===== config.mk =====
export PLATFORM = sky130hd
export DESIGN_NAME = dpsc_top
export DESIGN_NICKNAME = d
export VERILOG_FILES = /design/src/hw/dpsc_pkg.sv /design/src/hw/dpsc_top.sv
export SDC_FILE = /design/constraint.sdc
export NUM_CORES = 1
export LEC_CHECK = 0
export CAP_MARGIN = 20
export CORE_MARGIN = 5
export CORE_UTILIZATION = 55
export CTS_CLUSTER_SIZE = 40
export DETAILED_ROUTE_END_ITERATION = 10
export DONT_BUFFER_PORTS = 1
export GPL_ROUTABILITY_DRIVEN = 1
export GPL_TIMING_DRIVEN = 0
export HOLD_SLACK_MARGIN = 0.02
export PLACE_DENSITY = 0.73
export SETUP_SLACK_MARGIN = 0.2
export SLEW_MARGIN = 5
export SYNTH_ARGS = -nofsm -noshare
export SYNTH_HDL_FRONTEND = slang
export SYNTH_SLANG_ARGS = --single-unit

===== constraint.sdc =====
create_clock -name sys_clk -period 9.8 [get_ports sys_clk]
set_input_delay 2.94 -clock sys_clk [delete_from_list [all_inputs] [get_ports sys_clk]]
set_output_delay 2.94 -clock sys_clk [all_outputs]
set_load 0.01 [all_outputs]

===== src/hw/dpsc_pkg.sv =====
// Package: constants and types of the dual wiper serial control block
package dpsc_pkg;
  // ---------------------------------------------------------------
  // Word layout
  // ---------------------------------------------------------------
  localparam int WORD_W = 24;
  localparam int CMD_MSB = 23;
  localparam int CMD_LSB = 20;
  localparam int ADR_MSB = 19;
  localparam int ADR_LSB = 16;
  localparam int DAT_MSB = 15;
  localparam int WIP_W = 10;
  localparam int NV_DEPTH = 16;
  localparam logic [9:0] WIP_MID = 10'h200;
  localparam logic [9:0] WIP_MAX = 10'h3ff;
  localparam logic [9:0] WIP_MIN = 10'h000;
  localparam logic [3:0] ADR_WIP_ONE = 4'h0;
  localparam logic [3:0] ADR_WIP_TWO = 4'h1;
  localparam logic [3:0] ADR_RESERVED = 4'hf;
  // ---------------------------------------------------------------
  // Command codes
  // ---------------------------------------------------------------
  localparam logic [3:0] CMD_NOP = 4'h0;
  localparam logic [3:0] CMD_RESTORE = 4'h1;
  localparam logic [3:0] CMD_STORE = 4'h2;
  localparam logic [3:0] CMD_STORE_USER = 4'h3;
  localparam logic [3:0] CMD_DEC6_ONE = 4'h4;
  localparam logic [3:0] CMD_DEC1_ALL = 4'h7;
  localparam logic [3:0] CMD_RELOAD_ALL = 4'h8;
  localparam logic [3:0] CMD_READ_NV = 4'h9;
  localparam logic [3:0] CMD_READ_WIP = 4'ha;
  localparam logic [3:0] CMD_WRITE = 4'hb;
  localparam logic [3:0] CMD_INC6_ONE = 4'hc;
  localparam logic [3:0] CMD_INC1_ALL = 4'hf;
  // ---------------------------------------------------------------
  // Synchroniser bit positions
  // ---------------------------------------------------------------
  localparam int P_SCLK = 0;
  localparam int P_CS = 1;
  localparam int P_SDI = 2;
  localparam int P_WP = 3;
  localparam int P_PR = 4;
  // ---------------------------------------------------------------
  // Timing
  // ---------------------------------------------------------------
  localparam int CLK_PERIOD_NS = 8;
  localparam int STORE_TIME_NS = 25000000;
  localparam int RELOAD_TIME_NS = 1000000;
  localparam int READ_TIME_NS = 100000;
  localparam int PRESET_TIME_NS = 140000;
  localparam int STORE_CYC = STORE_TIME_NS / CLK_PERIOD_NS;
  localparam int RELOAD_CYC = RELOAD_TIME_NS / CLK_PERIOD_NS;
  localparam int READ_CYC = READ_TIME_NS / CLK_PERIOD_NS;
  localparam int PRESET_CYC = PRESET_TIME_NS / CLK_PERIOD_NS;
  localparam int CNT_W = 23;

  typedef enum logic [0:0] {ST_IDLE = 1'b0, ST_BUSY = 1'b1} dpsc_state_t;

  typedef struct packed {
    logic [4:0] s1;
    logic [4:0] s2;
    logic [4:0] d;
    dpsc_state_t st;
    logic [WORD_W-1:0] sr;
    logic [CNT_W-1:0] cnt;
    logic [WIP_W-1:0] wip0;
    logic [WIP_W-1:0] wip1;
    logic [NV_DEPTH-1:0][15:0] nv;
    logic sdo;
    logic sdo_oe;
    logic rdy;
  } dpsc_reg_t;
endpackage


===== src/hw/dpsc_top.sv =====
// Serial control of a dual nonvolatile wiper: shifter, commands, preset
// Summary of operation
// - Each rising serial clock edge while chip select is low and no slow operation runs captures one input bit.
// - Words arrive MSB first and the first bit captured is the MSB.
// - Read commands return nonvolatile or wiper data on SDO in the next word.
// - Other commands shift the received word out on SDO 24 clocks later.
// - Address zero selects wiper one and address one selects wiper two.
// - Write protect low blocks every change except preset, restore and reload-all.
// - Restore and reload-all still reload wipers while write protected.
// - A preset strobe reloads both wipers from nonvolatile storage.
// - Wiper storage holds midscale 512 until the user stores another value.
// - The preset reload happens on the rising edge of the preset input.
// - Chip select is low while shifting and the command runs when it rises.
// - Ready returns high when stores, reload-all, reads or a preset finish.
// - A word is 4 command bits, 4 address bits and 16 data bits.
// - The falling edge of preset sets both wipers to midscale; later commands can still change them while it is low.
// - The shifter is locked while a slow operation is in progress.
`timescale 1ns/100ps
module dpsc_top
  import dpsc_pkg::*;
#(
  parameter int STORE_CYCLES = dpsc_pkg::STORE_CYC,
  parameter int RELOAD_CYCLES = dpsc_pkg::RELOAD_CYC,
  parameter int READ_CYCLES = dpsc_pkg::READ_CYC,
  parameter int PRESET_CYCLES = dpsc_pkg::PRESET_CYC
)
(
  input wire logic sys_clk,
  input wire logic rst_b,
  input wire logic spi_sclk,
  input wire logic spi_cs_n,
  input wire logic spi_sdi,
  input wire logic write_protect_n,
  input wire logic preset_strobe_n,
  output logic spi_sdo,
  output logic spi_sdo_oe,
  output logic ready,
  output logic [dpsc_pkg::WIP_W-1:0] wiper_register_one,
  output logic [dpsc_pkg::WIP_W-1:0] wiper_register_two
);
  import dpsc_pkg::*;

  // ---------------------------------------------------------------
  // Parameter checks
  // ---------------------------------------------------------------
  localparam int CNT_MAX = (1 << CNT_W) - 1;
  if (STORE_CYCLES < 1 || STORE_CYCLES > CNT_MAX ||
      RELOAD_CYCLES < 1 || RELOAD_CYCLES > CNT_MAX ||
      READ_CYCLES < 1 || READ_CYCLES > CNT_MAX ||
      PRESET_CYCLES < 1 || PRESET_CYCLES > CNT_MAX)
  begin : g_bad_cycles
    $error("dpsc_top: busy cycle count out of range");
  end

  // ---------------------------------------------------------------
  // Reset release
  // ---------------------------------------------------------------
  logic rst_m_b;
  logic rst_s_b;
  always_ff @(posedge sys_clk or negedge rst_b)
  begin
    if (!rst_b)
    begin
      rst_m_b <= 1'b0;
      rst_s_b <= 1'b0;
    end
    else
    begin
      rst_m_b <= 1'b1;
      rst_s_b <= rst_m_b;
    end
  end

  // ---------------------------------------------------------------
  // Wiper adjust
  // ---------------------------------------------------------------
  function automatic logic [WIP_W-1:0] dpsc_adj(
    input logic [WIP_W-1:0] v,
    input logic [3:0] c
  );
    logic [WIP_W-1:0] res;
    res = v;
    unique case ({c[3], c[1]})
      2'b00: res = v >> 1;
      2'b01: res = (v == WIP_MIN) ? WIP_MIN : v - 10'h001;
      2'b10: res = v[WIP_W-1] ? WIP_MAX : v << 1;
      2'b11: res = (v == WIP_MAX) ? WIP_MAX : v + 10'h001;
    endcase
    return res;
  endfunction

  // ---------------------------------------------------------------
  // State
  // ---------------------------------------------------------------
  localparam dpsc_reg_t RST_VAL = '{
    s1: 5'h1e, s2: 5'h1e, d: 5'h1e, st: ST_IDLE,
    sr: 24'h000000, cnt: 23'h000000, wip0: WIP_MID, wip1: WIP_MID,
    nv: {{(NV_DEPTH-2){16'h0000}}, {6'h00, WIP_MID}, {6'h00, WIP_MID}},
    sdo: 1'b1, sdo_oe: 1'b0, rdy: 1'b1
  };

  dpsc_reg_t r;
  dpsc_reg_t n;
  logic sclk_rise;
  logic sclk_fall;
  logic cs_rise;
  logic cs_fall;
  logic pr_fall;
  logic pr_rise;
  logic wp_ok;
  logic [3:0] cmd;
  logic [3:0] adr;
  logic [15:0] dat;

  assign sclk_rise = r.s2[P_SCLK] & ~r.d[P_SCLK];
  assign sclk_fall = ~r.s2[P_SCLK] & r.d[P_SCLK];
  assign cs_rise = r.s2[P_CS] & ~r.d[P_CS];
  assign cs_fall = ~r.s2[P_CS] & r.d[P_CS];
  assign pr_fall = ~r.s2[P_PR] & r.d[P_PR];
  assign pr_rise = r.s2[P_PR] & ~r.d[P_PR];
  assign wp_ok = r.s2[P_WP];
  assign cmd = r.sr[CMD_MSB:CMD_LSB];
  assign adr = r.sr[ADR_MSB:ADR_LSB];
  assign dat = r.sr[DAT_MSB:0];

  // ---------------------------------------------------------------
  // Next state
  // ---------------------------------------------------------------
  always_comb
  begin
    n = r;
    n.s1 = {preset_strobe_n, write_protect_n, spi_sdi, spi_cs_n, spi_sclk};
    n.s2 = r.s1;
    n.d = r.s2;
    n.sdo_oe = ~r.s2[P_CS];
    if (r.st == ST_BUSY)
    begin
      if (r.cnt == '0)
      begin
        n.st = ST_IDLE;
        n.rdy = 1'b1;
      end
      else
      begin
        n.cnt = r.cnt - 23'h000001;
      end
    end
    if ((cs_fall || (sclk_fall && !r.s2[P_CS])))
    begin
      n.sdo = r.sr[WORD_W-1];
    end
    if (r.st == ST_IDLE && !r.s2[P_CS] && sclk_rise)
    begin
      n.sr = {r.sr[WORD_W-2:0], r.s2[P_SDI]};
    end
    if (r.st == ST_IDLE && cs_rise)
    begin
      unique case (cmd)
        CMD_NOP: ;
        CMD_RESTORE:
        begin
          if (adr == ADR_WIP_ONE)
            n.wip0 = r.nv[ADR_WIP_ONE][WIP_W-1:0];
          else if (adr == ADR_WIP_TWO)
            n.wip1 = r.nv[ADR_WIP_TWO][WIP_W-1:0];
        end
        CMD_STORE, CMD_STORE_USER:
        begin
          if (wp_ok)
          begin
            if (adr == ADR_WIP_ONE)
              n.nv[ADR_WIP_ONE] = {6'h00, r.wip0};
            else if (adr == ADR_WIP_TWO)
              n.nv[ADR_WIP_TWO] = {6'h00, r.wip1};
            else if (cmd == CMD_STORE_USER && adr != ADR_RESERVED)
              n.nv[adr] = dat;
            n.st = ST_BUSY;
            n.cnt = CNT_W'(STORE_CYCLES - 1);
            n.rdy = 1'b0;
          end
        end
        CMD_RELOAD_ALL:
        begin
          n.wip0 = r.nv[ADR_WIP_ONE][WIP_W-1:0];
          n.wip1 = r.nv[ADR_WIP_TWO][WIP_W-1:0];
          n.st = ST_BUSY;
          n.cnt = CNT_W'(RELOAD_CYCLES - 1);
          n.rdy = 1'b0;
        end
        CMD_READ_NV, CMD_READ_WIP:
        begin
          if (cmd == CMD_READ_NV)
            n.sr = {cmd, adr, r.nv[adr]};
          else
            n.sr = {cmd, adr, 6'h00, adr[0] ? r.wip1 : r.wip0};
          n.st = ST_BUSY;
          n.cnt = CNT_W'(READ_CYCLES - 1);
          n.rdy = 1'b0;
        end
        CMD_WRITE:
        begin
          if (wp_ok && adr == ADR_WIP_ONE)
            n.wip0 = dat[WIP_W-1:0];
          else if (wp_ok && adr == ADR_WIP_TWO)
            n.wip1 = dat[WIP_W-1:0];
        end
        default: // adjust commands
        begin
          if (wp_ok)
          begin
            if (cmd[0] || adr == ADR_WIP_ONE)
              n.wip0 = dpsc_adj(r.wip0, cmd);
            if (cmd[0] || adr == ADR_WIP_TWO)
              n.wip1 = dpsc_adj(r.wip1, cmd);
          end
        end
      endcase
    end
    if (pr_fall)
    begin
      n.wip0 = WIP_MID;
      n.wip1 = WIP_MID;
    end
    else if (pr_rise)
    begin
      n.wip0 = r.nv[ADR_WIP_ONE][WIP_W-1:0];
      n.wip1 = r.nv[ADR_WIP_TWO][WIP_W-1:0];
      n.st = ST_BUSY;
      n.cnt = CNT_W'(PRESET_CYCLES - 1);
      n.rdy = 1'b0;
    end
  end

  always_ff @(posedge sys_clk or negedge rst_s_b)
  begin
    if (!rst_s_b)
      r <= RST_VAL;
    else
      r <= n;
  end

  assign spi_sdo = r.sdo;
  assign spi_sdo_oe = r.sdo_oe;
  assign ready = r.rdy;
  assign wiper_register_one = r.wip0;
  assign wiper_register_two = r.wip1;
endmodule


Yosys cells after proc, flatten, opt, wreduce, memory -nomap -nowiden
Cells that the tools add are included.
Word-level totals
  register bits: 344
  latch bits: 0
  bits in writable memories: 0
  bits in read-only memories: 0
  input bits: 7
  output and inout bits: 23
  logic and storage cells: 164
  memories: 0
Cells by class
  $add $sub $neg: 5
  multiply operators: 0
  divide/modulo/power cells: 0
  order comparisons: 2
  equal/unequal tests: 23
  shift-type cells: 0
  mux-type cells: 56
  bitwise logic cells: 15
  reductions and logical operators: 33
Operators with widths (number)
  $mux 256: 3
  $mux 324: 1
  $bwmux 256: 1
  $mux 240: 1
  $mux 224: 1
  $mux 10: 15
  $mux 16: 6
  $mux 23: 4
  $pmux 10 s4: 2
  $pmux 20 s4: 1
  $pmux 23 s3: 1
  $bmux 16 s4: 1
  $demux 16 s4: 1
  $mux 24: 2
  $mux 43: 1
  $mux 20: 2
  $ne 4x4->1 const B: 7
  $logic_not 23->1: 1
  $sub 23x1->23 const B: 1
  $add 10x1->10 const B: 2
  $eq 10x10->1 const B: 2
  $logic_not 10->1: 2
  $sub 10x1->10 const B: 2
  $reduce_bool 6->1: 3
  26 further kinds: 71

Depth between registers and ports, before layout
Gate-level depths: netlist of run 1.
  word-level depth: 13
  depth in mapped cells: 10
  gate-level depth less buffers: 8

Least setup slack after synthesis of run 1
No wires, ideal clock.
  path type: reg-to-output
  start: reg r, in the netlist wiper_register_two[9]
  end: out wiper_register_two[9] (netlist name)
  data arrival time: 0.628 ns
  required time: 6.860 ns
  slack: 6.232 ns
  cell stages (with the launch flop): 2
  buffers on the path: 1
  path through: dfstp_2 buf_4
RTL lines
  start, declared: line dpsc_top.sv:102  | dpsc_reg_t r;
  start signal, assigned: line dpsc_top.sv:239  | r <= n;
  end, declared: line dpsc_top.sv:39  | output logic [dpsc_pkg::WIP_W-1:0] wiper_register_two
No word-level cell between the ends.

Worst setup path after layout of run 1
  start: reg r, in the netlist wiper_register_one[0]
  end: out wiper_register_one[0] (netlist name)
RTL lines
  end, declared: line dpsc_top.sv:38  | output logic [dpsc_pkg::WIP_W-1:0] wiper_register_one,
No word-level cell between the ends.

==> flow_metrics.env, run 1 <==
export IMPL_outcome="completed"
export IMPL_reg2reg_slack_ps=6270
export IMPL_setup_worst_path_end_class="output pin"
export IMPL_clk_latency_ps=530
export IMPL_nets=1480
export IMPL_ios=30
export IMPL_core_area_sq_mm=0.03156
export IMPL_tns_ps=0
export IMPL_r2r_end="wiper_register_one[1]$_DFFE_PN0P_"
export IMPL_fillers=2461
export IMPL_post_cts_buffers=0
export IMPL_period_share_pct=44.13
export IMPL_top_usage_layer="met2"
export IMPL_timing_rr_start="wiper_register_one[1]$_DFFE_PN0P_"
export IMPL_antenna_found_initial=0
export IMPL_finalHoldViolations=0
export IMPL_p_leak_nw=8.585
export IMPL_ctsResizeCount=0
export IMPL_rsz0062_at_grt="no"
export IMPL_placed_cell_area_sq_mm=0.01820
export IMPL_ys_ff_latch=342
export IMPL_tritoncts="yes"
export IMPL_start_util_pct=55.62
export IMPL_worst_pin_slew_ps=1095
export IMPL_critical_path_max_stage_delay_ps=650
export IMPL_gr_usage_met2_pct=42.68
export IMPL_finalSetupViolCount=0
export IMPL_grt_total_usage_pct=25.96
export IMPL_fin_skew_ps=13.33
export IMPL_yosys_warnings=0
export IMPL_ant_nets=0
export IMPL_use_met1_pct=35.57
export IMPL_critPathBufInv=1
export IMPL_maxSlewViolCount=0
export IMPL_cp_arrival_ps=1380
export IMPL_viasPerCell=6.440
export IMPL_cts_root_buf="clkbuf_16"
export IMPL_portBuffers=0
export IMPL_chipHeight_microns=188.6
export IMPL_worstPathCellList="buf_4"
export IMPL_fin_ws_ps=5476
export IMPL_wl_microns=45870
export IMPL_wire_per_inst_microns=24.25
export IMPL_grt_start_max_net_pins=71
export IMPL_avgSynthCellArea_sq_um=12.37
export IMPL_num_rows=65
export IMPL_hold_class="register to asynchronous set/reset pin"
export IMPL_antenna_cells=0
export IMPL_area_growth_pct=10.94
export IMPL_final_layout_size_suffix_gt1_share_pct=31.34
export IMPL_netlist_instances=1419
export IMPL_start_kind="register"
export IMPL_cts_inserted_buffers=37
export IMPL_die_area_sq_mm=0.03558
export IMPL_clk_pin_slew_ps=60
export IMPL_seq_area_frac_synth_pct=48.88
export IMPL_final_cells=1892
export IMPL_hold_buffers=0
export IMPL_pwr_share_seq_pct=47.6
export IMPL_ir_drop_v=0.0001318
export IMPL_cts_sinks=342
export IMPL_dp_cells=1827
export IMPL_gp_congestion=0.9338
export IMPL_grt_pass1_vias=12700
export IMPL_fin_area_sq_mm=0.01947
export IMPL_slew_headroom_pct=26.75
export IMPL_synth_edf_count=0
export IMPL_grt_pass1_wl_microns=73370
export IMPL_synth_distinct_cells=77
export IMPL_die_x_microns=188.6
export IMPL_ys_flop_type="dfrtp_1"
export IMPL_required_ps=6860
export IMPL_final_min_clock_period_ps=4325
export IMPL_critPathKind="register to output pin"
export IMPL_drv_cap=0
export IMPL_synth_cell_area_sq_mm=0.01755
export IMPL_syn_nets=1435
export IMPL_fmax_ghz=0.2312
export IMPL_pwr_density_cell_mw_per_mm2=156.9
export IMPL_cts_htree_levels=2
export IMPL_drc_errors=0
export IMPL_cpMaxStageDelayCell="dfrtp_1"
export IMPL_path_max_fanout=9
export IMPL_final_util_pct=61.70
export IMPL_p_sw_share_pct=22.72
export IMPL_worst_r2r_path_depth=9
export IMPL_cell_internal_pwr_mw=2.360
export IMPL_synthArstFlopShare_pct=100.0
export IMPL_vias=12180
export IMPL_gr_total_overflow=0
export IMPL_drt_first_pass_iters=6
export IMPL_switchingPower_uw=694.1
export IMPL_grtUsageMet3_pct=4.409
export IMPL_cts_buffer_depth=3
export IMPL_dpl_hpwl_microns=33180
export IMPL_drt_iter0_drc=1089
export IMPL_combPwrFrac_pct=5.3
export IMPL_crit_family="flip-flops"
export IMPL_pwr_share_clk_pct=47.2
export IMPL_dp_slack_ps=6052
## kinds of logic after synthesis
group | after synthesis | share of synthesized area (%)
compound gates | 232 | 8.555
xor+xnor | 34 | 1.697
fa+ha+maj | 9 | 0.6416
buf+inv | 171 | 4.527
flops | 342 | 48.88
mux | 343 | 26.90
other cells | 1 | 0.02137
simple gates | 287 | 8.783
## power groups by stage
stage | Combinational [mW] | Sequential [mW] | Clock [mW]
5_1_grt | 0.177 | 1.46 | 1.53
3_3_place_gp | 0.127 | 1.50 | 0
2_1_floorplan | 0.0972 | 1.49 | 0
3_5_place_dp | 0.158 | 1.48 | 0
4_1_cts | 0.160 | 1.45 | 1.46
6_report | 0.161 | 1.45 | 1.44
## metrics by stage
stage               hold WS (ps)  total power, mW
floorplan                  331.1            1.587
detailed placement         285.8            1.637
finish                     274.1            3.055
global placement           335.7            1.629
CTS                        286.2            3.078
global route               326.1            3.164
## cell usage after synthesis (4+ instances only)
library cell	count	area share [%]
a211oi_1	6	0.26
o21ai_0	89	2.5
o32a_1	5	0.29
dfstp_2	16	2.4
nand2b_1	9	0.32
mux2i_1	34	1.9
o211ai_1	12	0.51
a21oi_1	37	1.1
a22o_1	7	0.35
nand2_1	74	1.6
xnor2_1	24	1.2
nand3_1	27	0.77
xor2_1	10	0.50
buf_1	12	0.26
buf_2	14	0.40
and4_1	4	0.20
mux2_2	229	15
nor2_1	47	1.0
buf_4	34	1.5
o22ai_1	7	0.25
dfrtp_1	326	46
nor3_1	31	0.88
nand4_1	6	0.21
ha_1	9	0.64
a22oi_1	11	0.47
a221oi_1	4	0.20
or3_1	10	0.36
o31ai_1	10	0.43
or4_1	7	0.30
mux4_2	80	10
a32oi_1	5	0.25
clkbuf_1	90	1.9
nor2_2	9	0.32
and2_1	15	0.53
a31oi_1	6	0.21
nor2b_1	7	0.25
inv_1	19	0.41
nor4_1	16	0.57
## worst register-to-register path, stage by stage, from the launching register on
cell,delay [ps]
dfrtp_1,400
clkbuf_1,310
inv_1,270
ha_1,240
or4b_2,650
o31ai_4,360
nor2_1,80
or4_1,530
a32oi_1,360
o21ai_0,180
## cell usage in the layout, fill, tap and decap left out, types with 10 or more instances in the layout
cell         n
nor4_1      16
o211ai_1    12
nand2_1     74
clkbuf_1    96
mux4_2      80
buf_4       34
dfstp_2     16
and2_1      15
inv_1       19
a22oi_1     11
a21oi_1     37
mux2_2     229
or3_1       10
xor2_1      10
o21ai_0     89
dfrtp_1    325
buf_2       15
clkbuf_16   38
mux2i_1     34
buf_1       12
nand3_1     27
xnor2_1     24
o31ai_1     10
nor3_1      31
nor2_1      47
## how the worst max path moves through the flow
stage	start	end	slack (ps)	cells past startpoint
after floorplan	rst_s_b$_DFF_PN0_	asynchronous set/reset pin	4230	0
after global placement	rst_s_b$_DFF_PN0_	wiper_register_two[3]$_DFFE_PN0P_	2360	0
after detailed placement	wiper_register_one[0]$_DFFE_PN0P_	wiper_register_one[0]	6050	1
after CTS	wiper_register_one[0]$_DFFE_PN0P_	wiper_register_one[0]	5500	1
after global routing	wiper_register_one[0]$_DFFE_PN0P_	wiper_register_one[0]	5470	1
final	wiper_register_one[0]$_DFFE_PN0P_	wiper_register_one[0]	5480	1
## final cells by class
class                      instances  area [sq um]  area share [%]
timing repair buffer               6         142.6          0.7326
clock buffer                      51          1070           5.495
sequential                       342          8582           44.08
clock inverter                    14         200.2           1.028
tap                              402         503.0           2.583
buffer                           151         719.4           3.695
multi-input combinational        906          8178           42.00
inverter                          20         75.07          0.3856
## layer usage
metal	wire, microns	up-vias	share of wire, %
li1	-	5323	-
met1	19450	6234	42
met2	22140	511	48
met3	2819	116	6.1
met4	1463	0	3.2
met5	0	-	0
No activity file was read; power rests on OpenSTA's default activity.
==> inputs of run 2 (changes only) <==
Settings changed: PLACE_DENSITY 0.73 to 0.7.
Clock period 9.8 ns to 4.3 ns, I/O delays scaled along.
==> flow_metrics.env, run 2 (synthesized netlist as in run 1, its figures left out) <==
export IMPL_fin_skew_ps=15.47
export IMPL_drt_iter0_drc=879
export IMPL_required_ps=4700
export IMPL_worstPathCellList="clkbuf_1 -> buf_2 -> buf_1 -> nand2_1 -> nor2_2 -> buf_4 -> mux2_2"
export IMPL_gp_congestion=0.9488
export IMPL_critPathKind="register to register"
export IMPL_critical_path_max_stage_delay_ps=690
export IMPL_wl_microns=45900
export IMPL_finalHoldViolations=0
export IMPL_rsz0062_at_grt="no"
export IMPL_pwr_density_cell_mw_per_mm2=362.6
export IMPL_start_util_pct=55.62
export IMPL_final_min_clock_period_ps=3481
export IMPL_holdWs_ps=338.9
export IMPL_regArea_sq_mm=0.008582
export IMPL_gr_total_overflow=0
export IMPL_area_growth_pct=11.35
export IMPL_die_x_microns=188.6
export IMPL_dpl_hpwl_microns=33190
export IMPL_start_kind="register"
export IMPL_antenna_found_initial=1
export IMPL_antenna_cells=0
export IMPL_multi_input_area_sq_mm=0.008184
export IMPL_vias=11990
export IMPL_fin_ws_ps=819.0
export IMPL_dp_slack_ps=784.2
export IMPL_top_usage_layer="met2"
export IMPL_grt_pass1_wl_microns=73250
export IMPL_portBuffers=0
export IMPL_clk_latency_ps=530
export IMPL_ctsResizeCount=0
export IMPL_setup_worst_path_end_class="register"
export IMPL_grtUsageMet3_pct=3.927
export IMPL_drc_errors=0
export IMPL_ir_drop_v=0.0003675
export IMPL_tritoncts="yes"
export IMPL_p_leak_nw=8.607
export IMPL_path_max_fanout=10
export IMPL_grt_pass1_vias=12510
export IMPL_post_cts_buffers=0
export IMPL_num_rows=65
export IMPL_final_layout_size_suffix_gt1_share_pct=31.44
export IMPL_reg2reg_slack_ps=820
export IMPL_ios=30
export IMPL_cts_buffer_depth=3
export IMPL_cpMaxStageDelayCell="buf_1"
export IMPL_fillers=2486
export IMPL_die_area_sq_mm=0.03558
export IMPL_wire_per_inst_microns=24.20
export IMPL_cp_arrival_ps=3880
export IMPL_use_met1_pct=36.27
export IMPL_cts_htree_levels=2
export IMPL_worst_pin_slew_ps=1061
export IMPL_cts_sinks=342
export IMPL_fmax_ghz=0.2873
export IMPL_tns_ps=0
export IMPL_dp_cells=1827
export IMPL_finalSetupViolCount=0
export IMPL_drv_cap=0
export IMPL_viasPerCell=6.321
export IMPL_grt_start_max_net_pins=69
export IMPL_drt_first_pass_iters=6
export IMPL_final_util_pct=61.93
export IMPL_grt_total_usage_pct=25.94
export IMPL_cts_root_buf="clkbuf_16"
export IMPL_gr_usage_met2_pct=42.06
export IMPL_clk_pin_slew_ps=60
export IMPL_cts_inserted_buffers=39
export IMPL_period_share_pct=80.95
export IMPL_nets=1482
export IMPL_slew_headroom_pct=29.08
export IMPL_hold_buffers=0
export IMPL_mostFrequentLayoutCells="325 x dfrtp_1, 229 x mux2_2, 99 x clkbuf_1, 89 x o21ai_0, 80 x mux4_2"
export IMPL_hold_class="register to asynchronous set/reset pin"
export IMPL_core_area_sq_mm=0.03156
export IMPL_chipHeight_microns=188.6
export IMPL_maxSlewViolCount=0
export IMPL_outcome="completed"
export IMPL_final_cells=1897
export IMPL_final_common_cell="dfrtp_1"
export IMPL_ant_nets=0
run 2: changes by cell type in the layout (fill, tap and decap cells not counted), moves of 2 or more:
cell,change
clkbuf_1,+3
clkbuf_16,+2
clkbuf_8,+3
clkinv_2,-5
inv_6,+3
run 2: final cells by class:
class	instances	share of cell area [%]
plain buffers	151	3.681
clock inverters	11	0.8259
flip-flops and latches	342	43.91
well taps	402	2.574
multi-input cells	906	41.88
repair buffers	6	0.7427
inverters	20	0.3841
clock buffers	59	5.999
run 2: power by group:
part	switching, mW	internal [mW]	leakage (nW)	total [mW]
clock network	1.33	2.08	0.652	3.40
logic	0.245	0.123	3.29	0.367
registers	0.0475	3.27	4.67	3.31
total	1.62	5.46	8.61	7.09
run 2: worst max-delay path: cells and delay by family (launching register included):
family	cells	cell delay (ps)
buffers and inverters	4	1890
flip-flops	1	320
multiplexers	1	350
AND/OR/NAND/NOR	2	780
run 2: metrics by stage:
stage          power, mW  instance area, sq um
3_3_place_gp       3.712                 18060
3_5_place_dp       3.735                 18210
2_1_floorplan      3.616                 17550
4_1_cts            7.146                 19540
5_1_grt            7.323                 19540
6_report           7.085                 19540
run 2: per-layer routing:
layer / routed length, microns / vias up
met3: 2330 / 102
li1: - / 5331
met1: 20130 / 6179
met2: 22050 / 377
met4: 1387 / 2
met5: 11 / -
run 2: worst paths after layout:
kind | start | cells past startpoint | end
min reg2reg | rst_s_b$_DFF_PN0_ | 0 | asynchronous set/reset pin
max in group asynchronous | rst_s_b$_DFF_PN0_ | 2 | n[329]$_DFF_PN1_
min | rst_s_b$_DFF_PN0_ | 0 | asynchronous set/reset pin
min in group sys_clk | rst_m_b$_DFF_PN0_ | 0 | rst_s_b$_DFF_PN0_
max | adr[1]$_DFFE_PN0P_ | 7 | register
max reg2reg | adr[1]$_DFFE_PN0P_ | 7 | register
